==> config.mk <==
export PLATFORM = sky130hd
export DESIGN_NAME = ca_parity_check_and_error_log
export DESIGN_NICKNAME = d
export VERILOG_FILES = /design/src/rtl/ca_parity_pkg.sv /design/src/rtl/ca_cmd_delay.sv /design/src/rtl/ca_parity_check_and_error_log.sv
export VERILOG_INCLUDE_DIRS = /design/src /design/src/rtl
export SDC_FILE = /design/constraint.sdc
export NUM_CORES = 1
export LEC_CHECK = 0
export ABC_AREA = 1
export BUFFER_PORTS_ARGS = -buffer_cell sky130_fd_sc_hd__buf_2
export CORE_MARGIN = 3
export CORE_UTILIZATION = 34
export CTS_BUF_LIST = sky130_fd_sc_hd__clkbuf_2 sky130_fd_sc_hd__clkbuf_4 sky130_fd_sc_hd__clkbuf_8
export CTS_CLUSTER_DIAMETER = 150
export DETAILED_ROUTE_END_ITERATION = 7
export PLACE_DENSITY_LB_ADDON = 0.2
export RECOVER_POWER = 100
export SYNTH_ARGS = -nofsm -noshare
export SYNTH_HDL_FRONTEND = slang
export SYNTH_SLANG_ARGS = --single-unit
==> constraint.sdc <==
create_clock -name clk_sys -period 6.3 [get_ports clk_sys]
set_input_delay 1.26 -clock clk_sys [delete_from_list [all_inputs] [get_ports clk_sys]]
set_output_delay 1.26 -clock clk_sys [all_outputs]
set_load 0.02 [all_outputs]
==> src/rtl/ca_parity_defines.svh <==
/*
 * Constants of the command/address parity checker and error log:
 * mode register selects and fields, latency codes and timing.
 * Assumes a 50 MHz clk_sys; included by the package and the main module.
 */
// Contract
// - commands delayed by parity_latency; 000 off, else 4/5/6/8 clocks.
// - parity_latency adds to write and read latency.
// - non-persistent: latency stays, checking stops until status cleared.
// - persistent mode (mode_register_five A9) rechecks after alert ends.
// - persistent mode pulses alert within the pulse width limits per error.
// - non-persistent error: drain, precharge all, checking off till cleared.
// - persistent error: drain, precharge all, checking back by pulse end.
// - errant self_refresh_entry masked; precharge power-down instead.
// - entry uses new latency, exit uses latency before the exit command.
// - error log readable in readout page 1 only with mode_register_three A2.
// - log in four bytes: address, high address, bank/control, status.
// - even parity over act, ras, cas, we, bank group, bank, address, par.
// - selected errant command ignored, logged, status set, alert driven low.
`ifndef CA_PARITY_DEFINES_SVH
`define CA_PARITY_DEFINES_SVH

// mode register select {bg0, ba1, ba0}
`define MR_SEL_THREE      3'h3
`define MR_SEL_FIVE       3'h5
// mode_register_five fields
`define MR5_PL_LSB        0
`define MR5_STATUS_BIT    4
`define MR5_PERSIST_BIT   9
// mode_register_three fields
`define MR3_PAGE_LSB      0
`define MR3_READOUT_BIT   2
`define READOUT_PAGE_LOG  2'h1
// parity latency codes
`define PL_OFF            3'h0
`define PL_4              3'h1
`define PL_5              3'h2
`define PL_6              3'h3
`define PL_8              3'h4
`define PL_MAX_CLKS       4'h8
// timing
`define CLK_PERIOD_NS     20
`define ALERT_PW_MIN_NS   80
`define ALERT_PW_CYC ((`ALERT_PW_MIN_NS + `CLK_PERIOD_NS - 1) / `CLK_PERIOD_NS)
`define BASE_MOD_CLKS     8'h18

`endif

==> src/rtl/ca_parity_pkg.sv <==
/*
 * Types and shared decode of the parity checker.
 * Assumes ca_parity_defines.svh is on the include path.
 */
`include "ca_parity_defines.svh"
`default_nettype none
package ca_parity_pkg;

  typedef struct packed {
    logic        par;
    logic        act_n;
    logic        ras;
    logic        cas;
    logic        we;
    logic [1:0]  bg;
    logic [1:0]  ba;
    logic        a17;
    logic [13:0] addr;
    logic [2:0]  cid;
  } frame_t;

  typedef enum logic [1:0] {
    ST_CHECK = 2'b00,
    ST_ALERT = 2'b01,
    ST_HOLD  = 2'b11
  } chk_state_t;

  function automatic logic [3:0] pl_clocks(input logic [2:0] code);
    case (code)
      `PL_4:   pl_clocks = 4'h4;
      `PL_5:   pl_clocks = 4'h5;
      `PL_6:   pl_clocks = 4'h6;
      `PL_8:   pl_clocks = 4'h8;
      default: pl_clocks = 4'h0;
    endcase
  endfunction

endpackage
`default_nettype wire
==> src/rtl/ca_cmd_delay.sv <==
/*
 * Command delay line: holds accepted frames and releases each one
 * after the programmed number of clocks, or at once when zero.
 * Assumes the delay only changes while the line is empty.
 */
`default_nettype none
module ca_cmd_delay
  import ca_parity_pkg::*;
(
  input  wire logic                clk_sys,
  input  wire logic                rst,
  input  wire logic                ce,
  input  wire logic [3:0]          delay_clks,
  input  wire logic                in_valid,
  input  wire ca_parity_pkg::frame_t in_frame,
  output logic                     out_valid,
  output ca_parity_pkg::frame_t    out_frame
);
  import ca_parity_pkg::*;

  logic   vld_r [0:7];
  frame_t frm_r [0:7];

  always_ff @(posedge clk_sys) begin
    if (rst) begin
      for (int i = 0; i < 8; i++) begin
        vld_r[i] <= 1'b0;
        frm_r[i] <= '0;
      end
    end else if (ce) begin
      // zero delay bypasses the line; a frame caught here would replay
      // once the latency is switched on
      vld_r[0] <= in_valid && (delay_clks != 4'h0);
      frm_r[0] <= in_frame;
      for (int i = 1; i < 8; i++) begin
        vld_r[i] <= vld_r[i-1];
        frm_r[i] <= frm_r[i-1];
      end
    end
  end

  // tap at delay-1 gives exactly delay clocks to the output
  always_comb begin
    if (delay_clks == 4'h0) begin
      out_valid = in_valid;
      out_frame = in_frame;
    end else begin
      out_valid = vld_r[3'(delay_clks - 4'h1)];
      out_frame = frm_r[3'(delay_clks - 4'h1)];
    end
  end

endmodule
`default_nettype wire

==> src/rtl/ca_parity_check_and_error_log.sv <==
/*
 * Command/address parity checker with error log readout.
 * Frames arrive from controller logic on clk_sys, so no synchroniser.
 * Executed commands leave through exec_*; array and data path
 * timing beyond the parity delay belong to other blocks.
 */
`include "ca_parity_defines.svh"
`default_nettype none
module ca_parity_check_and_error_log
  import ca_parity_pkg::*;
(
  input  wire logic                  clk_sys,
  input  wire logic                  rst,
  input  wire logic                  ce,
  input  wire logic                  cs_n,
  input  wire logic                  cke,
  input  wire ca_parity_pkg::frame_t frame,
  input  wire logic                  crc_error_status,
  input  wire logic [4:0]            additive_latency,
  input  wire logic [4:0]            read_cas_latency,
  input  wire logic [4:0]            write_cas_latency,
  output logic                       alert_n,
  output logic                       exec_valid,
  output ca_parity_pkg::frame_t      exec_frame,
  output logic                       precharge_all,
  output logic                       power_down_entry,
  output logic                       readout_valid,
  output logic [7:0]                 readout_data,
  output logic [6:0]                 write_latency,
  output logic [6:0]                 read_latency,
  output logic [7:0]                 parity_mode_delay,
  output logic                       parity_error_status,
  output logic [2:0]                 parity_latency,
  output logic                       checking
);
  import ca_parity_pkg::*;

  localparam logic [3:0] ALERT_PW = 4'(`ALERT_PW_CYC);

  //**********************************************************
  // mode register state
  //**********************************************************
  logic [2:0]  pl_r;
  logic [2:0]  pl_prev_r;
  logic        persist_r;
  logic        status_r;
  logic        readout_en_r;
  logic [1:0]  page_r;
  logic [3:0]  pl_clks;
  chk_state_t  state_r;
  chk_state_t  state_nxt;
  logic [3:0]  alert_cnt_r;
  logic [7:0]  log_r [0:3];

  logic        dly_valid;
  frame_t      dly_frame;
  logic        cmd_mrs;
  logic        cmd_read;
  logic        cmd_sre;
  logic        par_err;
  logic        accept;
  logic [2:0]  mr_sel;

  assign pl_clks = pl_clocks(pl_r);

  //**********************************************************
  // parity check
  //**********************************************************
  // even parity over the whole frame; chip id is outside it
  assign par_err = !cs_n && (pl_r != `PL_OFF) && (state_r == ST_CHECK)
                && ^{frame.par, frame.act_n, frame.ras, frame.cas,
                     frame.we, frame.bg, frame.ba, frame.a17,
                     frame.addr};

  // refresh with cke low is a self refresh entry
  assign cmd_sre = frame.act_n && !frame.ras && !frame.cas && frame.we
                && !cke;

  // nothing is taken while the alert window runs
  assign accept = !cs_n && !par_err && (state_r != ST_ALERT);

  //**********************************************************
  // command delay
  //**********************************************************
  ca_cmd_delay u_delay (
    .clk_sys    (clk_sys),
    .rst        (rst),
    .ce         (ce),
    .delay_clks (pl_clks),
    .in_valid   (accept),
    .in_frame   (frame),
    .out_valid  (dly_valid),
    .out_frame  (dly_frame)
  );

  assign exec_valid = dly_valid;
  assign exec_frame = dly_frame;

  assign cmd_mrs = dly_valid && dly_frame.act_n && !dly_frame.ras
                && !dly_frame.cas && !dly_frame.we;
  assign cmd_read = dly_valid && dly_frame.act_n && dly_frame.ras
                 && !dly_frame.cas && dly_frame.we;
  assign mr_sel = {dly_frame.bg[0], dly_frame.ba};

  //**********************************************************
  // mode register writes
  //**********************************************************
  always_ff @(posedge clk_sys) begin
    if (rst) begin
      pl_r      <= `PL_OFF;
      pl_prev_r <= `PL_OFF;
      persist_r <= 1'b0;
    end else if (ce && cmd_mrs && mr_sel == `MR_SEL_FIVE) begin
      pl_r      <= dly_frame.addr[`MR5_PL_LSB +: 3];
      pl_prev_r <= pl_r;
      persist_r <= dly_frame.addr[`MR5_PERSIST_BIT];
    end
  end

  always_ff @(posedge clk_sys) begin
    if (rst) begin
      readout_en_r <= 1'b0;
      page_r       <= 2'h0;
    end else if (ce && cmd_mrs && mr_sel == `MR_SEL_THREE) begin
      readout_en_r <= dly_frame.addr[`MR3_READOUT_BIT];
      page_r       <= dly_frame.addr[`MR3_PAGE_LSB +: 2];
    end
  end

  // a new error wins over a clear; writing one is simply blocked
  always_ff @(posedge clk_sys) begin
    if (rst) begin
      status_r <= 1'b0;
    end else if (ce) begin
      if (par_err) begin
        status_r <= 1'b1;
      end else if (cmd_mrs && mr_sel == `MR_SEL_FIVE
                   && !dly_frame.addr[`MR5_STATUS_BIT]) begin
        status_r <= 1'b0;
      end
    end
  end

  //**********************************************************
  // error log
  //**********************************************************
  // only the first error is kept until the status is cleared
  always_ff @(posedge clk_sys) begin
    if (rst) begin
      for (int i = 0; i < 4; i++) begin
        log_r[i] <= 8'h00;
      end
    end else if (ce && par_err && !status_r) begin
      log_r[0] <= frame.addr[7:0];
      log_r[1] <= {frame.cas, frame.we, frame.addr[13:8]};
      log_r[2] <= {frame.par, frame.act_n, frame.bg[1], frame.bg[0],
                   frame.ba[1], frame.ba[0], frame.a17, frame.ras};
      log_r[3] <= {crc_error_status, 1'b1, pl_r, frame.cid};
    end
  end

  always_ff @(posedge clk_sys) begin
    if (rst) begin
      readout_valid <= 1'b0;
      readout_data  <= 8'h00;
    end else if (ce) begin
      readout_valid <= cmd_read && readout_en_r
                    && page_r == `READOUT_PAGE_LOG;
      if (dly_frame.ba == 2'h3) begin
        readout_data <= {log_r[3][7], status_r, log_r[3][5:0]};
      end else begin
        readout_data <= log_r[dly_frame.ba];
      end
    end
  end

  //**********************************************************
  // alert and recovery sequence
  //**********************************************************
  always_comb begin
    state_nxt = state_r;
    case (state_r)
      ST_CHECK: begin
        if (par_err) begin
          state_nxt = ST_ALERT;
        end
      end
      ST_ALERT: begin
        if (alert_cnt_r == 4'h1) begin
          state_nxt = persist_r ? ST_CHECK : ST_HOLD;
        end
      end
      ST_HOLD: begin
        if (!status_r) begin
          state_nxt = ST_CHECK;
        end
      end
      default: state_nxt = ST_CHECK;
    endcase
  end

  always_ff @(posedge clk_sys) begin
    if (rst) begin
      state_r <= ST_CHECK;
    end else if (ce) begin
      state_r <= state_nxt;
    end
  end

  // pulse covers the queue drain plus the minimum width
  always_ff @(posedge clk_sys) begin
    if (rst) begin
      alert_cnt_r <= 4'h0;
    end else if (ce) begin
      if (par_err) begin
        alert_cnt_r <= ALERT_PW + pl_clks;
      end else if (alert_cnt_r != 4'h0) begin
        alert_cnt_r <= alert_cnt_r - 4'h1;
      end
    end
  end

  // once the queue is empty all banks close
  always_ff @(posedge clk_sys) begin
    if (rst) begin
      precharge_all    <= 1'b0;
      power_down_entry <= 1'b0;
    end else if (ce) begin
      precharge_all    <= state_r == ST_ALERT
                       && alert_cnt_r == ALERT_PW;
      power_down_entry <= par_err && cmd_sre;
    end
  end

  assign alert_n = !(state_r == ST_ALERT);
  assign checking = state_r == ST_CHECK;

  //**********************************************************
  // latencies
  //**********************************************************
  always_ff @(posedge clk_sys) begin
    if (rst) begin
      write_latency     <= 7'h00;
      read_latency      <= 7'h00;
      parity_mode_delay <= `BASE_MOD_CLKS;
    end else if (ce) begin
      write_latency <= 7'(additive_latency) + 7'(write_cas_latency)
                     + 7'(pl_clks);
      read_latency  <= 7'(additive_latency) + 7'(read_cas_latency)
                     + 7'(pl_clks);
      parity_mode_delay <= `BASE_MOD_CLKS + 8'((pl_r != `PL_OFF)
                         ? pl_clks : pl_clocks(pl_prev_r));
    end
  end

  assign parity_error_status = status_r;
  assign parity_latency      = pl_r;

endmodule
`default_nettype wire

; After elaboration in Yosys (flattened, before gate mapping)
; Memories as Yosys holds them, arrays and structs flattened.
; Cells that the tools add are included.
; W data, S select, Z words.
[totals]
ff_bits = 50
ramBits = 256
word_cells = 161
out_inout_bits = 67
mem_count = 3
in_bits = 48
[op_classes]
bitwise = 20
eq_ne = 20
reduce_logical = 50
add_sub_neg = 8
mux = 45
[memory_table]
columns = memory, words, word_bits, rd, rd_ports_with_merged_regs, wr, line_no
row1 = u_delay.frm_r, 8, 27, 8, 0, 8, ca_cmd_delay.sv:22  ; frame_t frm_r [0:7];
row2 = log_r, 4, 8, 2, 0, 4, ca_parity_check_and_error_log.sv:53  ; logic [7:0] log_r [0:3];
row3 = u_delay.vld_r, 8, 1, 8, 0, 8, ca_cmd_delay.sv:21  ; logic vld_r [0:7];
[op_table]
columns = op, count
row1 = $mux W27, 9
row2 = $mux W8, 5
row3 = $pmux W4 S4, 2
row4 = $logic_and A1 B1 Y1, 28
row5 = $reduce_xor A24 Y1, 1
row6 = $mux W4, 5
row7 = $or A1 B1 Y1, 20
row8 = $mux W1, 19
row9 = $eq A3 B2 Y1 const B, 5
row10 = $add A6 B4 Y7, 2
row11 = $add A5 B5 Y6, 2
row12 = $logic_not A1 Y1, 11
row13 = $eq A3 B3 Y1 const B, 3
row14 = $mux W2, 4
row15 = $reduce_bool A4 Y1, 2
row16 = $add A5 B4 Y6 const A, 1
row17 = $eq A3 B1 Y1 const B, 2
row18 = $pmux W2 S3, 1
row19 = $add A3 B4 Y4 const A, 1
row20 = $eq A2 B1 Y1 const B, 2
row21 = $eq A2 B2 Y1 const B, 2
row22 = $eq A4 B1 Y1 const B, 1
row23 = $eq A4 B3 Y1 const B, 1
row24 = $logic_not A4 Y1, 1
row25 = other kinds (9), 13

; Longest topological paths before layout
; Gate-level depths: netlist (run 1).
[depth]
depth_word = 16
ltp_mapped = 23

; Hierarchy
; A second synthesis (run 1) with hierarchy kept.
[hier_totals]
hier_cells = 1828
area_unflattened_um2 = 15458.6
[by_module_without_submodules]
columns = module, area_each_um2, cells_each, n_inst, seq_area_each_um2
row1 = ca_cmd_delay, 10998.0, 1259, 1, 6726.5
row2 = ca_parity_check_and_error_log, 4460.5, 569, 1, 1871.8

; Worst setup path before layout (run 1)
; OpenSTA, ideal clock, no wires.
[synth_timing]
path_type = input -> register
start = input rst
end = memory u_delay.frm_r[0][0] (netlist bit), enable pin
n_path_buf = 2
path_stages = 4
t_required_ns = 5.725
t_arrival_ns = 6.069
path_slack_ns = -0.344
path_cell_list = clkbuf_1 -> nor2_1 -> clkbuf_1 -> inv_1
[synth_rtl]
columns = element, line_no
row1 = start: declaration, ca_parity_check_and_error_log.sv:13  ; input wire logic rst,
row2 = end: declaration, ca_cmd_delay.sv:22

==> results of run 1 <==
[cell families after synthesis]
group                    share of synthesized area
AND/OR/NAND/NOR                              0.177
buffers and inverters                       0.0993
flip-flops                                   0.581
AO/OA/AOI/OAI                                0.108
adder cells (fa/ha/maj)                     0.0261
XOR/XNOR                                   0.00842
other                                     0.000252
multiplexers                              0.000674
[final timing paths]
check                                      start                        endpoint  slack [ps]  cells past startpoint
hold / removal      readout_data[3]$_SDFFE_PP0P_    readout_data[3]$_SDFFE_PP0P_         450                      2
setup reg to reg  parity_latency[1]$_SDFFE_PP0P_  parity_latency[0]$_SDFFE_PP0P_        1290                     15
setup / recovery  parity_latency[1]$_SDFFE_PP0P_                  exec_frame[25]         730                     11
hold reg to reg     readout_data[3]$_SDFFE_PP0P_    readout_data[3]$_SDFFE_PP0P_         450                      2
[through the flow]
step	std cells	setup WS, ps
after CTS	2378	1090
after global placement	2278	1710
after floorplan	1653	576
after global routing	2378	427
after detailed placement	2278	1710
final	2378	733
[Yosys cell counts (12+ instances only)]
cell | number | area, sq um
nor2_1 | 316 | 1190
clkbuf_1 | 57 | 214
ha_1 | 15 | 188
a21oi_1 | 105 | 526
o21ai_1 | 12 | 60.1
o21ai_0 | 153 | 766
buf_2 | 16 | 80.1
edfxtp_1 | 256 | 7690
inv_1 | 280 | 1050
nand2_1 | 191 | 717
nand3_1 | 103 | 515
dfxtp_1 | 47 | 941
[per-layer routing]
layer / vias to the layer above / share of wire / GRT usage / wire length (um)
li1: 5585 / - / - / -
met1: 5351 / 0.46 / 0.233 / 18200
met2: 251 / 0.47 / 0.271 / 18300
met3: 82 / 0.040 / 0.0275 / 1570
met4: 0 / 0.031 / 0.0612 / 1220
met5: - / 0 / 0 / 0
[worst reg2reg max path: stages (launching register included)]
cell	delay (ps)
dfxtp_1	370
inv_2	110
nor2_1	260
nand2_4	280
ha_1	400
xnor2_1	1080
buf_4	450
nand3_1	190
nand3_2	150
nand2_4	150
clkinv_2	140
nand3_1	210
clkinv_1	100
nand4_1	540
o21bai_1	430
nor2_1	70
[final cells by class]
cell class              instances  area, sq um
fillers                      4345        25600
flip-flops and latches        303         8630
multi-input cells             974         4710
inverters                     289         1090
clock buffers                  77          947
well taps                     577          722
repair buffers                135          643
clock inverters                23          124
[state kept, by name (all words and copies together) (netlist names)]
signal               count
alert_cnt_r              4
log_r                   32
page_r                   2
parity_error_status      1
parity_latency           3
parity_mode_delay        5
persist_r                1
pl_prev_r                3
power_down_entry         1
precharge_all            1
read_latency             7
readout_data             8
readout_en_r             1
readout_valid            1
state_r                  2
u_delay.frm_r          216
u_delay.vld_r            8
write_latency            7
[report_power, final]
| group | internal (mW) | switching [mW] | leakage, nW |
|---|---|---|---|
| clock network | 1.01 | 0.832 | 0.570 |
| logic | 0.134 | 0.320 | 3.18 |
| registers | 2.31 | 0.0527 | 3.19 |
==> impl_results.md, run 1 <==
- Slew headroom: -0.704
- Syn Inst Count: 1,652
- First-pass GRT wire length: 62,000 um
- Tcrit/Tclk final: 0.884
- Row Count: 75
- Final max-slew violation count: 197
- Max-cap viol count: 4
- Worst Path Buf+Inv: 4
- Top cell by count, worst path: nand3_1
- Synth Warn #: 0
- PD cells: 276 nW/um^2
- Total power: 4.66 mW
- Crit Path Max Fanout: 32
- Delay-heaviest family, CP: XOR/XNOR gates
- Mean area per synthesized cell: 8.99 sq um
- Die height: 215 um
- Post-DRT Antenna Nets: 0
- Worst VDD drop: 0.166 mV
- Final hold slack: 452 ps
- Commonest non-fill, non-tap cell in the layout: nor2_1
- Clock Latency Late Sink: 630 ps
- Nets: 1,830
- Synth unique cells: 45
- Sequential area share after synthesis: 0.581
- GPL Wtd Cong: 0.849
- Most frequent cells in the layout: 317 x nor2_1, 278 x inv_1, 256 x edfxtp_1
- P&R area growth vs syn: 13.5%
- RSZ-0062 raised after global routing: no
- Dpl hpwl: 25,000 um
- Cell with the largest stage delay on the worst path: xnor2_1
- Critical Path Source Type: flop
- GRT Util Overall: 0.169
- CTS sink cnt: 303
- Clock skew: 35.1 ps
- Number of synthesized register bits: 303
- Max stage delay on crit path: 1080 ps
- Die span in x: 215 um
- GR Overflow Total: 0
- Cell Area, Placed: 16,000 sq um
- Minimum clock period after layout: 5570 ps
- Residual DRC count: 0
- HP Class: reg2reg
- Largest net degree at the start of global routing: 122
- Final WL: 39,300 um
- Setup Crit Path Kind: reg2out
- 1st-iter DRT viols: 921
- Vias in the first global route: 10.9k
- Cell Chain, Critical Path: inv_2, nor2_1, nand2_4, ha_1, xnor2_1, buf_4, nand3_1, nand3_1, o21ai_0, clkinv_1, buf_2
- Vias: 11.3k
- WL per Instance: 16.5 um
- Clock transition at path regs: 60 ps
- CP Capture Type: output port
- Initial antenna violation count: 0
- H-tree depth: 2
- Asr flop ratio synth: 0
- Endpoints failing setup: 0
- Req. time, crit path: 5040 ps
- Pleak: 6.94 nW
- TritonRoute pass-1 iters: 5
- CTS buffer count: 54
- Via density: 4.74
- Initial Utilization: 0.350
- Fmax: 180 MHz
- Clk buf depth: 3
- Post-Syn Area: 14,900 sq um
- Finished Cell Area: 16,900 sq um
- Ports: 115
- Post-CTS sizing: 0
- Status: finished, violations left
- Core area: 42,500 sq um
- Share of cells above drive strength 1: 0.0972
- # port buffers: 112
- CTS Hold Bufs: 0
- Number of synthesized flops with an enable pin: 256
- Setup TNS: 0 ps
- CP arrival: 4310 ps
- TritonCTS clock tree: built
- Utilization after layout: 0.397
- Failing checks: capacitance limit, slew limit
- Root buffer cell: clkbuf_8
- Top_reg_cell synth: edfxtp_1
- Count of final hold-check violations: 0
- Post-CTS setup buffer count: 0
- Ant. Diodes: 0
- Measured slew at the worst slew-check pin: 2560 ps
- DIE AREA: 46,200 sq um
(Power assumes the default switching activity.)
==> run 2, diff against run 1 <==
--- a/config.mk
+++ b/config.mk
@@ -13,7 +13,7 @@
 export CTS_BUF_LIST = sky130_fd_sc_hd__clkbuf_2 sky130_fd_sc_hd__clkbuf_4 sky130_fd_sc_hd__clkbuf_8
 export CTS_CLUSTER_DIAMETER = 150
 export DETAILED_ROUTE_END_ITERATION = 7
-export PLACE_DENSITY_LB_ADDON = 0.2
+export PLACE_DENSITY_LB_ADDON = 0.08
 export RECOVER_POWER = 100
 export SYNTH_ARGS = -nofsm -noshare
 export SYNTH_HDL_FRONTEND = slang
==> run 2 against run 1 <==
Net effect: the flow still finishes with violations (capacitance limit, slew limit); wire length rose by 4.3%; core utilization increased by 0.065 points; sequential cell count unchanged; non-clock buffer count grew 2; hold slack improved by 3.0 ps; global-route usage is 0.69 points higher; register-to-register slack improved by 340 ps; clock power barely moved; largest cell class unchanged; largest power group unchanged.
==> impl_results.md, run 2 (synthesis results as in run 1) <==
- Die height: 215 um (unchanged)
- WL per Instance: 17.2 um (+4.2%)
- R2R Path End: parity_latency[2]$_SDFFE_PP0P_
- Minimum clock period after layout: 5330 ps (-236 ps)
- Max Used Layer: met4
- Hold path start: read_latency[6]$_SDFFE_PP0P_
- H-tree depth: 2 (unchanged)
- Final hold slack: 455 ps (+2.96 ps)
- Met3 wire length: 1800 um (+15%)
- Tcrit/Tclk final: 0.846 (-0.0374)
- Max-cap viol count: 5 (+1)
- Measured slew at the worst slew-check pin: 2810 ps (+251 ps)
- R2r setup slk: 1630 ps (+340 ps)
- Max stage delay on crit path: 880 ps (-200 ps)
- Row Count: 75 (unchanged)
- Worst Hold Depth: 2 (unchanged)
- CTS buffer count: 55 (+1.9%)
- GR Overflow Total: 0 (unchanged)
- Pleak: 6.95 nW (+0.15%)
- Initial antenna violation count: 0 (unchanged)
- Internal: 3.47 mW (+0.43%)
- Largest register by flop count: u_delay.frm_r
- Worst VDD drop: 0.136 mV (-18%)
- DIE AREA: 46,200 sq um (unchanged)
- Clock transition at path regs: 60 ps (about the same)
- 1st-iter DRT viols: 791 (-14%)
- Finished Layout Cells: 2,379 (+0.042%)
- TritonRoute pass-1 iters: 5 (unchanged)
- CTS Hold Bufs: 0 (unchanged)
- Share of cells above drive strength 1: 0.103 (+0.00605)
- GRT Util Overall: 0.176 (+0.00690)
- Via density: 4.69 (-1.1%)
- CP arrival: 4070 ps (-240 ps)
- Dpl hpwl: 26,000 um (+3.8%)
- Cell Chain, Critical Path: inv_2, nor2_2, nand2_1, ha_2, inv_2, clkbuf_1, a21oi_1, o21ai_0, nand3_1, nand3_1, o21ai_0, clkbuf_1, buf_2
- Clock power frac: 0.398 (+0.003)
- Vias: 11.2k (-1.0%)
- Worst slack, placed: 1750 ps (+31.6 ps)
- Failing checks: capacitance limit, slew limit
- Final WL: 41,000 um (+4.3%)
- Nets: 1,833 (+0.16%)
- Setup Crit Path Kind: reg2out
- Flop pwr share: 0.505 (-0.003)
- PD cells: 277 nW/um^2 (+0.43%)
- RSZ-0062 raised after global routing: no
- Ports: 115 (unchanged)
- Final WS setup: 969 ps (+236 ps)
- Slew headroom: -0.871 (-0.167)
- Layout fillers: 4,361 (+0.37%)
- P&R area growth vs syn: 13.7%
- Comb pwr share: 0.097 (about the same)
- Clk buf depth: 3 (unchanged)
- R2R depth: 14 (-1)
- Largest register FFs: 216 (unchanged)
- Post-DRT Antenna Nets: 0 (unchanged)
- Setup TNS: 0 ps (unchanged)
- Count of final hold-check violations: 0 (unchanged)
- # port buffers: 112 (unchanged)
- Req. time, crit path: 5040 ps (about the same)
- Vias in the first global route: 11.1k (+1.9%)
- Placed instance count: 2,280 (+0.088%)
- Post-CTS setup buffer count: 0 (unchanged)
- Residual DRC count: 0 (unchanged)
- Clock Latency Late Sink: 640 ps (about the same)
- Die span in x: 215 um (unchanged)
- GPL Wtd Cong: 0.851 (+0.25%)
- Ant. Diodes: 0 (unchanged)
- HP Class: reg2reg
- Largest net degree at the start of global routing: 125 (+2.5%)
- Crit Path Max Fanout: 29 (-9.4%)
- Clock skew: 31.7 ps (-3.42 ps)
- WHS Endpoint: read_latency[6]$_SDFFE_PP0P_
- Endpoints failing setup: 0 (unchanged)
- Status: finished, violations left
- Final max-slew violation count: 360 (+83%)
- Switch share: 0.260 (+0.00124)
- CTS sink cnt: 303 (unchanged)
- Root buffer cell: clkbuf_8
- Switching Power: 1.22 mW (+1.1%)
- Critical Path Source Type: flop
- TritonCTS clock tree: built
- CP Capture Type: output port
- Routed met1 length: 19,300 um (+6.0%)
- Worst r2r src: parity_latency[2]$_SDFFE_PP0P_
- Biggest regs: u_delay.frm_r: 216 flops, log_r: 32 flops
- Cell with the largest stage delay on the worst path: clkbuf_1
- Initial Utilization: 0.350 (unchanged)
- WL met2: 18,800 um (+2.9%)
- First-pass GRT wire length: 63,800 um (+2.9%)
- Most frequent cells in the layout: 316 x nor2_1, 278 x inv_1, 256 x edfxtp_1
- Core area: 42,500 sq um (unchanged)
- Post-CTS sizing: 0 (unchanged)
- Commonest non-fill, non-tap cell in the layout: nor2_1
- Fmax: 188 MHz (+4.4%)
run 2: layout make-up:
| class | count | area, sq um | share of cell area |
|---|---|---|---|
| Multi-Input combinational cell | 974 | 4730 | 0.280 |
| Tap cell | 577 | 722 | 0.0427 |
| Clock buffer | 86 | 1010 | 0.0601 |
| Inverter | 289 | 1090 | 0.0646 |
| Timing Repair Buffer | 137 | 637 | 0.0377 |
| Clock inverter | 13 | 72.6 | 0.00429 |
| Sequential cell | 303 | 8630 | 0.511 |
run 2: routing by layer:
metal  track usage  vias to the layer above
met4        0.0593                        0
met2         0.284                      203
met1         0.238                     5283
met3        0.0347                       69
met5             0                        -
li1              -                     5598
run 2: how the worst max path moves through the flow:
stage                                                    to  slack [ps]                           start  cells after the start
after detailed placement                         exec_valid        1750                        frame[3]                     15
final                                         exec_frame[5]         970  parity_latency[1]$_SDFFE_PP0P_                     13
after floorplan           u_delay.frm_r[0][0]$_SDFFCE_PN0P_         580                             rst                      4
after global placement                           exec_valid        1760                        frame[8]                     15
after global routing              log_r[1][7]$_SDFFCE_PN0P_         580                             rst                      5
after CTS                                    exec_frame[18]        1290  parity_latency[1]$_SDFFE_PP0P_                     11
run 2: power groups by stage:
stage                     Clock, mW  Combinational [mW]  Sequential (mW)
after floorplan                   0               0.297             2.41
after global placement            0               0.463             2.40
after detailed placement          0               0.466             2.40
after CTS                      1.94               0.468             2.36
after global routing           2.01               0.515             2.38
final                          1.87               0.452             2.37
run 2: critical path: cells and delay by family, from the launching register on:
kind                     cells  cell delay [ps]
buffers and inverters        5             1940
AND/OR/NAND/NOR              4              510
flip-flops                   1              370
AO/OA/AOI/OAI                3              300
adder cells (fa/ha/maj)      1              290
run 2: per-stage QoR:
stage | total power [mW] | area [sq um] | utilization
floorplan | 2.71 | 14900 | -
global placement | 2.87 | 16000 | 0.376
detailed placement | 2.87 | 16000 | 0.376
CTS | 4.77 | 17100 | 0.401
global route | 4.91 | 16900 | 0.397
finish | 4.68 | 16900 | 0.397
==> run 3, diff against run 2 <==
--- a/config.mk
+++ b/config.mk
@@ -6,7 +6,7 @@
 export SDC_FILE = /design/constraint.sdc
 export NUM_CORES = 1
 export LEC_CHECK = 0
-export ABC_AREA = 1
+export ABC_AREA = 0
 export BUFFER_PORTS_ARGS = -buffer_cell sky130_fd_sc_hd__buf_2
 export CORE_MARGIN = 3
 export CORE_UTILIZATION = 34
==> constraint.sdc (replaced) <==
create_clock -name clk_sys -period 5.3 [get_ports clk_sys]
set_input_delay 1.06 -clock clk_sys [delete_from_list [all_inputs] [get_ports clk_sys]]
set_output_delay 1.06 -clock clk_sys [all_outputs]
set_load 0.02 [all_outputs]
==> run 3 against run 2 <==
Net effect: the flow still finishes with violations (capacitance limit, slew limit); sequential cell count shrank 1; clock-buffer cell count shrank 13; critical path depth shrank 5; die area fell by 2.9%; sequential power up 19%; critical path type unchanged; largest cell class unchanged; highest routed layer unchanged.
==> impl_results.md, run 3 <==
- Status: finished, violations left
- Failing checks: capacitance limit, slew limit
- GR Overflow Total: 0 (unchanged)
- Setup Crit Path Kind: reg2out
- Count of final hold-check violations: 0 (unchanged)
- H-tree depth: 2 (unchanged)
- Final max-slew violation count: 37 (-90%)
- Minimum clock period after layout: 4970 ps
- Core area: 41,400 sq um (-2.6%)
- Top post-synthesis cells by count: 255 x edfxtp_1, 167 x and3_1, 85 x nand2_1
- Root buffer cell: clkbuf_8
- Biggest regs: u_delay.frm_r: 216 flops, log_r: 31 flops
- Cell Area, Placed: 15,600 sq um (-2.4%)
- Initial antenna violation count: 3 (+3)
- Asr flop ratio synth: 0 (unchanged)
- CP Capture Type: output port
- Max-cap viol count: 1 (-4)
- Cell with the most instances after synthesis: edfxtp_1
- Synth area leader: edfxtp_1
- CP arrival: 3910 ps (-160 ps)
- Post-CTS setup buffer count: 0 (unchanged)
- WL per Instance: 22.4 um (+30%)
- Synth unique cells: 63 (+40%)
- Nets: 1,244 (-32%)
- Clock transition at path regs: 60 ps (about the same)
- # port buffers: 112 (unchanged)
- RSZ-0062 raised after global routing: no
- Post-Syn Area: 14,400 sq um (-3.0%)
- Largest register FFs: 216 (unchanged)
- Largest net degree at the start of global routing: 147 (+18%)
- Fmax: 201 MHz
- Req. time, crit path: 4240 ps (-800 ps)
- Comb pwr share: 0.105 (+0.008)
- Area contributors post-synth: edfxtp_1 53%, mux4_2 8.6%, and3_1 7.2%
- Finished Cell Area: 16,500 sq um (-2.4%)
- 1st-iter DRT viols: 684 (-14%)
- Endpoints failing setup: 0 (unchanged)
- Row Count: 74 (-1.3%)
- Worst VDD drop: 0.161 mV (+19%)
- Syn Inst Count: 1,067 (-35%)
- HP Class: reg2reg
- First-pass GRT wire length: 59,400 um (-7.0%)
- Clock power frac: 0.387 (-0.011)
- Synth Warn #: 0 (unchanged)
- PD cells: 337 nW/um^2 (+22%)
- TritonRoute pass-1 iters: 5 (unchanged)
- GRT Util Overall: 0.175 (-0.00133)
- Crit Path Max Fanout: 32 (+10%)
- Yosys top cell area share: 0.531 (+0.0138)
- Slew headroom: -0.522 (+0.349)
- TritonCTS clock tree: built
- P&R area growth vs syn: 14.4%
- Switch share: 0.263 (+0.00308)
- Die span in x: 212 um (-1.5%)
- GPL Wtd Cong: 0.793 (-6.8%)
- Post-CTS sizing: 0 (unchanged)
- Setup TNS: 0 ps (unchanged)
- Measured slew at the worst slew-check pin: 2280 ps (-523 ps)
- Clock skew: 51.4 ps (+19.7 ps)
- Most frequent cells in the layout: 255 x edfxtp_1, 167 x and3_1, 84 x nand2_1
- CTS sink cnt: 302 (-0.33%)
- Number of synthesized register bits: 302 (-0.33%)
- Residual DRC count: 0 (unchanged)
- Commonest non-fill, non-tap cell in the layout: edfxtp_1
- Die height: 212 um (-1.5%)
- CTS Hold Bufs: 0 (unchanged)
- Final WL: 39,100 um (-4.7%)
- Initial Utilization: 0.348 (-0.00122)
- Vias: 9,102 (-18%)
- Critical Path Source Type: flop
- Via density: 5.21 (+11%)
- Top_reg_cell synth: edfxtp_1
- Largest register by flop count: u_delay.frm_r
- Mean area per synthesized cell: 13.5 sq um (+50%)
- Share of cells above drive strength 1: 0.186 (+0.0831)
- Sequential area share after synthesis: 0.596 (+0.0158)
- Clock Latency Late Sink: 660 ps (+20 ps)
- Dpl hpwl: 23,700 um (-8.8%)
- CTS buffer count: 56 (+1.8%)
- Pleak: 6.74 nW (-3.0%)
- Number of synthesized flops with an enable pin: 255 (-0.39%)
- Total power: 5.56 mW (+19%)
- Vias in the first global route: 9,326 (-16%)
- Tcrit/Tclk final: 0.938
- DIE AREA: 44,900 sq um (-2.9%)
- Post-DRT Antenna Nets: 0 (unchanged)
- Switching Power: 1.46 mW (+20%)
- Clk buf depth: 3 (unchanged)
- Flop pwr share: 0.508 (+0.003)
- Internal: 4.10 mW (+18%)
- Ports: 115 (unchanged)
==> run 3: cells by family after synthesis <==
group,after synthesis,share of synthesized area
buffers and inverters,103,0.0305
multiplexers,104,0.121
other,1,0.000260
AND/OR/NAND/NOR,425,0.164
adder cells (fa/ha/maj),25,0.0269
flip-flops,302,0.596
XOR/XNOR,30,0.0198
AO/OA/AOI/OAI,77,0.0405
==> run 3: path summary, 6_finish.rpt <==
check	startpoint	to	slack [ps]	depth (start not counted)
worst min register to register	parity_mode_delay[5]$_SDFFE_PP0P_	parity_mode_delay[5]$_SDFFE_PP0P_	440	2
worst min-delay path	parity_mode_delay[5]$_SDFFE_PP0P_	parity_mode_delay[5]$_SDFFE_PP0P_	440	2
worst max register to register	parity_latency[0]$_SDFFE_PP0P_	readout_data[5]$_SDFFE_PP0P_	520	9
worst max-delay path	parity_latency[1]$_SDFFE_PP0P_	exec_frame[22]	330	8
==> run 3: worst max-delay path, stage by stage, from the launching register on <==
cell and delay (ps):
dfxtp_1 460, nor3b_4 370, inv_1 170, ha_2 780, buf_12 320, mux4_2 250
nand2_1 60, a31oi_1 550, clkbuf_1 290
==> run 3: layer usage <==
metal | GRT usage | vias up | wire length, um
li1 | - | 4195 | -
met1 | 0.266 | 4641 | 19200
met2 | 0.254 | 209 | 17300
met3 | 0.0298 | 57 | 1700
met4 | 0.0536 | 0 | 837
met5 | 0 | - | 0
==> run 3: stage by stage <==
step | worst slack, ps | instances | hold slack [ps] | util
5_1_grt | 73.5 | 1746 | 469 | 0.398
6_report | 330 | 1746 | 443 | 0.398
2_1_floorplan | 87.7 | 1068 | 439 | -
4_1_cts | 183 | 1745 | 445 | 0.402
3_3_place_gp | 854 | 1645 | 430 | 0.376
3_5_place_dp | 853 | 1645 | 435 | 0.376
==> run 3: final cells by class <==
| cell class | count | area (sq um) |
|---|---|---|
| antenna | 1 | 2.50 |
| multi-input combinational | 663 | 5430 |
| tap | 532 | 666 |
| timing repair buffer | 133 | 687 |
| clock buffer | 73 | 911 |
| inverter | 15 | 57.6 |
| fill | 4009 | 24900 |
| clock inverter | 27 | 131 |
| sequential | 302 | 8600 |
==> run 3: power by group through the flow <==
stage	logic, mW	clock network [mW]	registers [mW]
6_report	0.584	2.15	2.82
5_1_grt	0.648	2.34	2.84
4_1_cts	0.603	2.24	2.82
3_5_place_dp	0.600	0	2.87
3_3_place_gp	0.600	0	2.87
2_1_floorplan	0.403	0	2.86
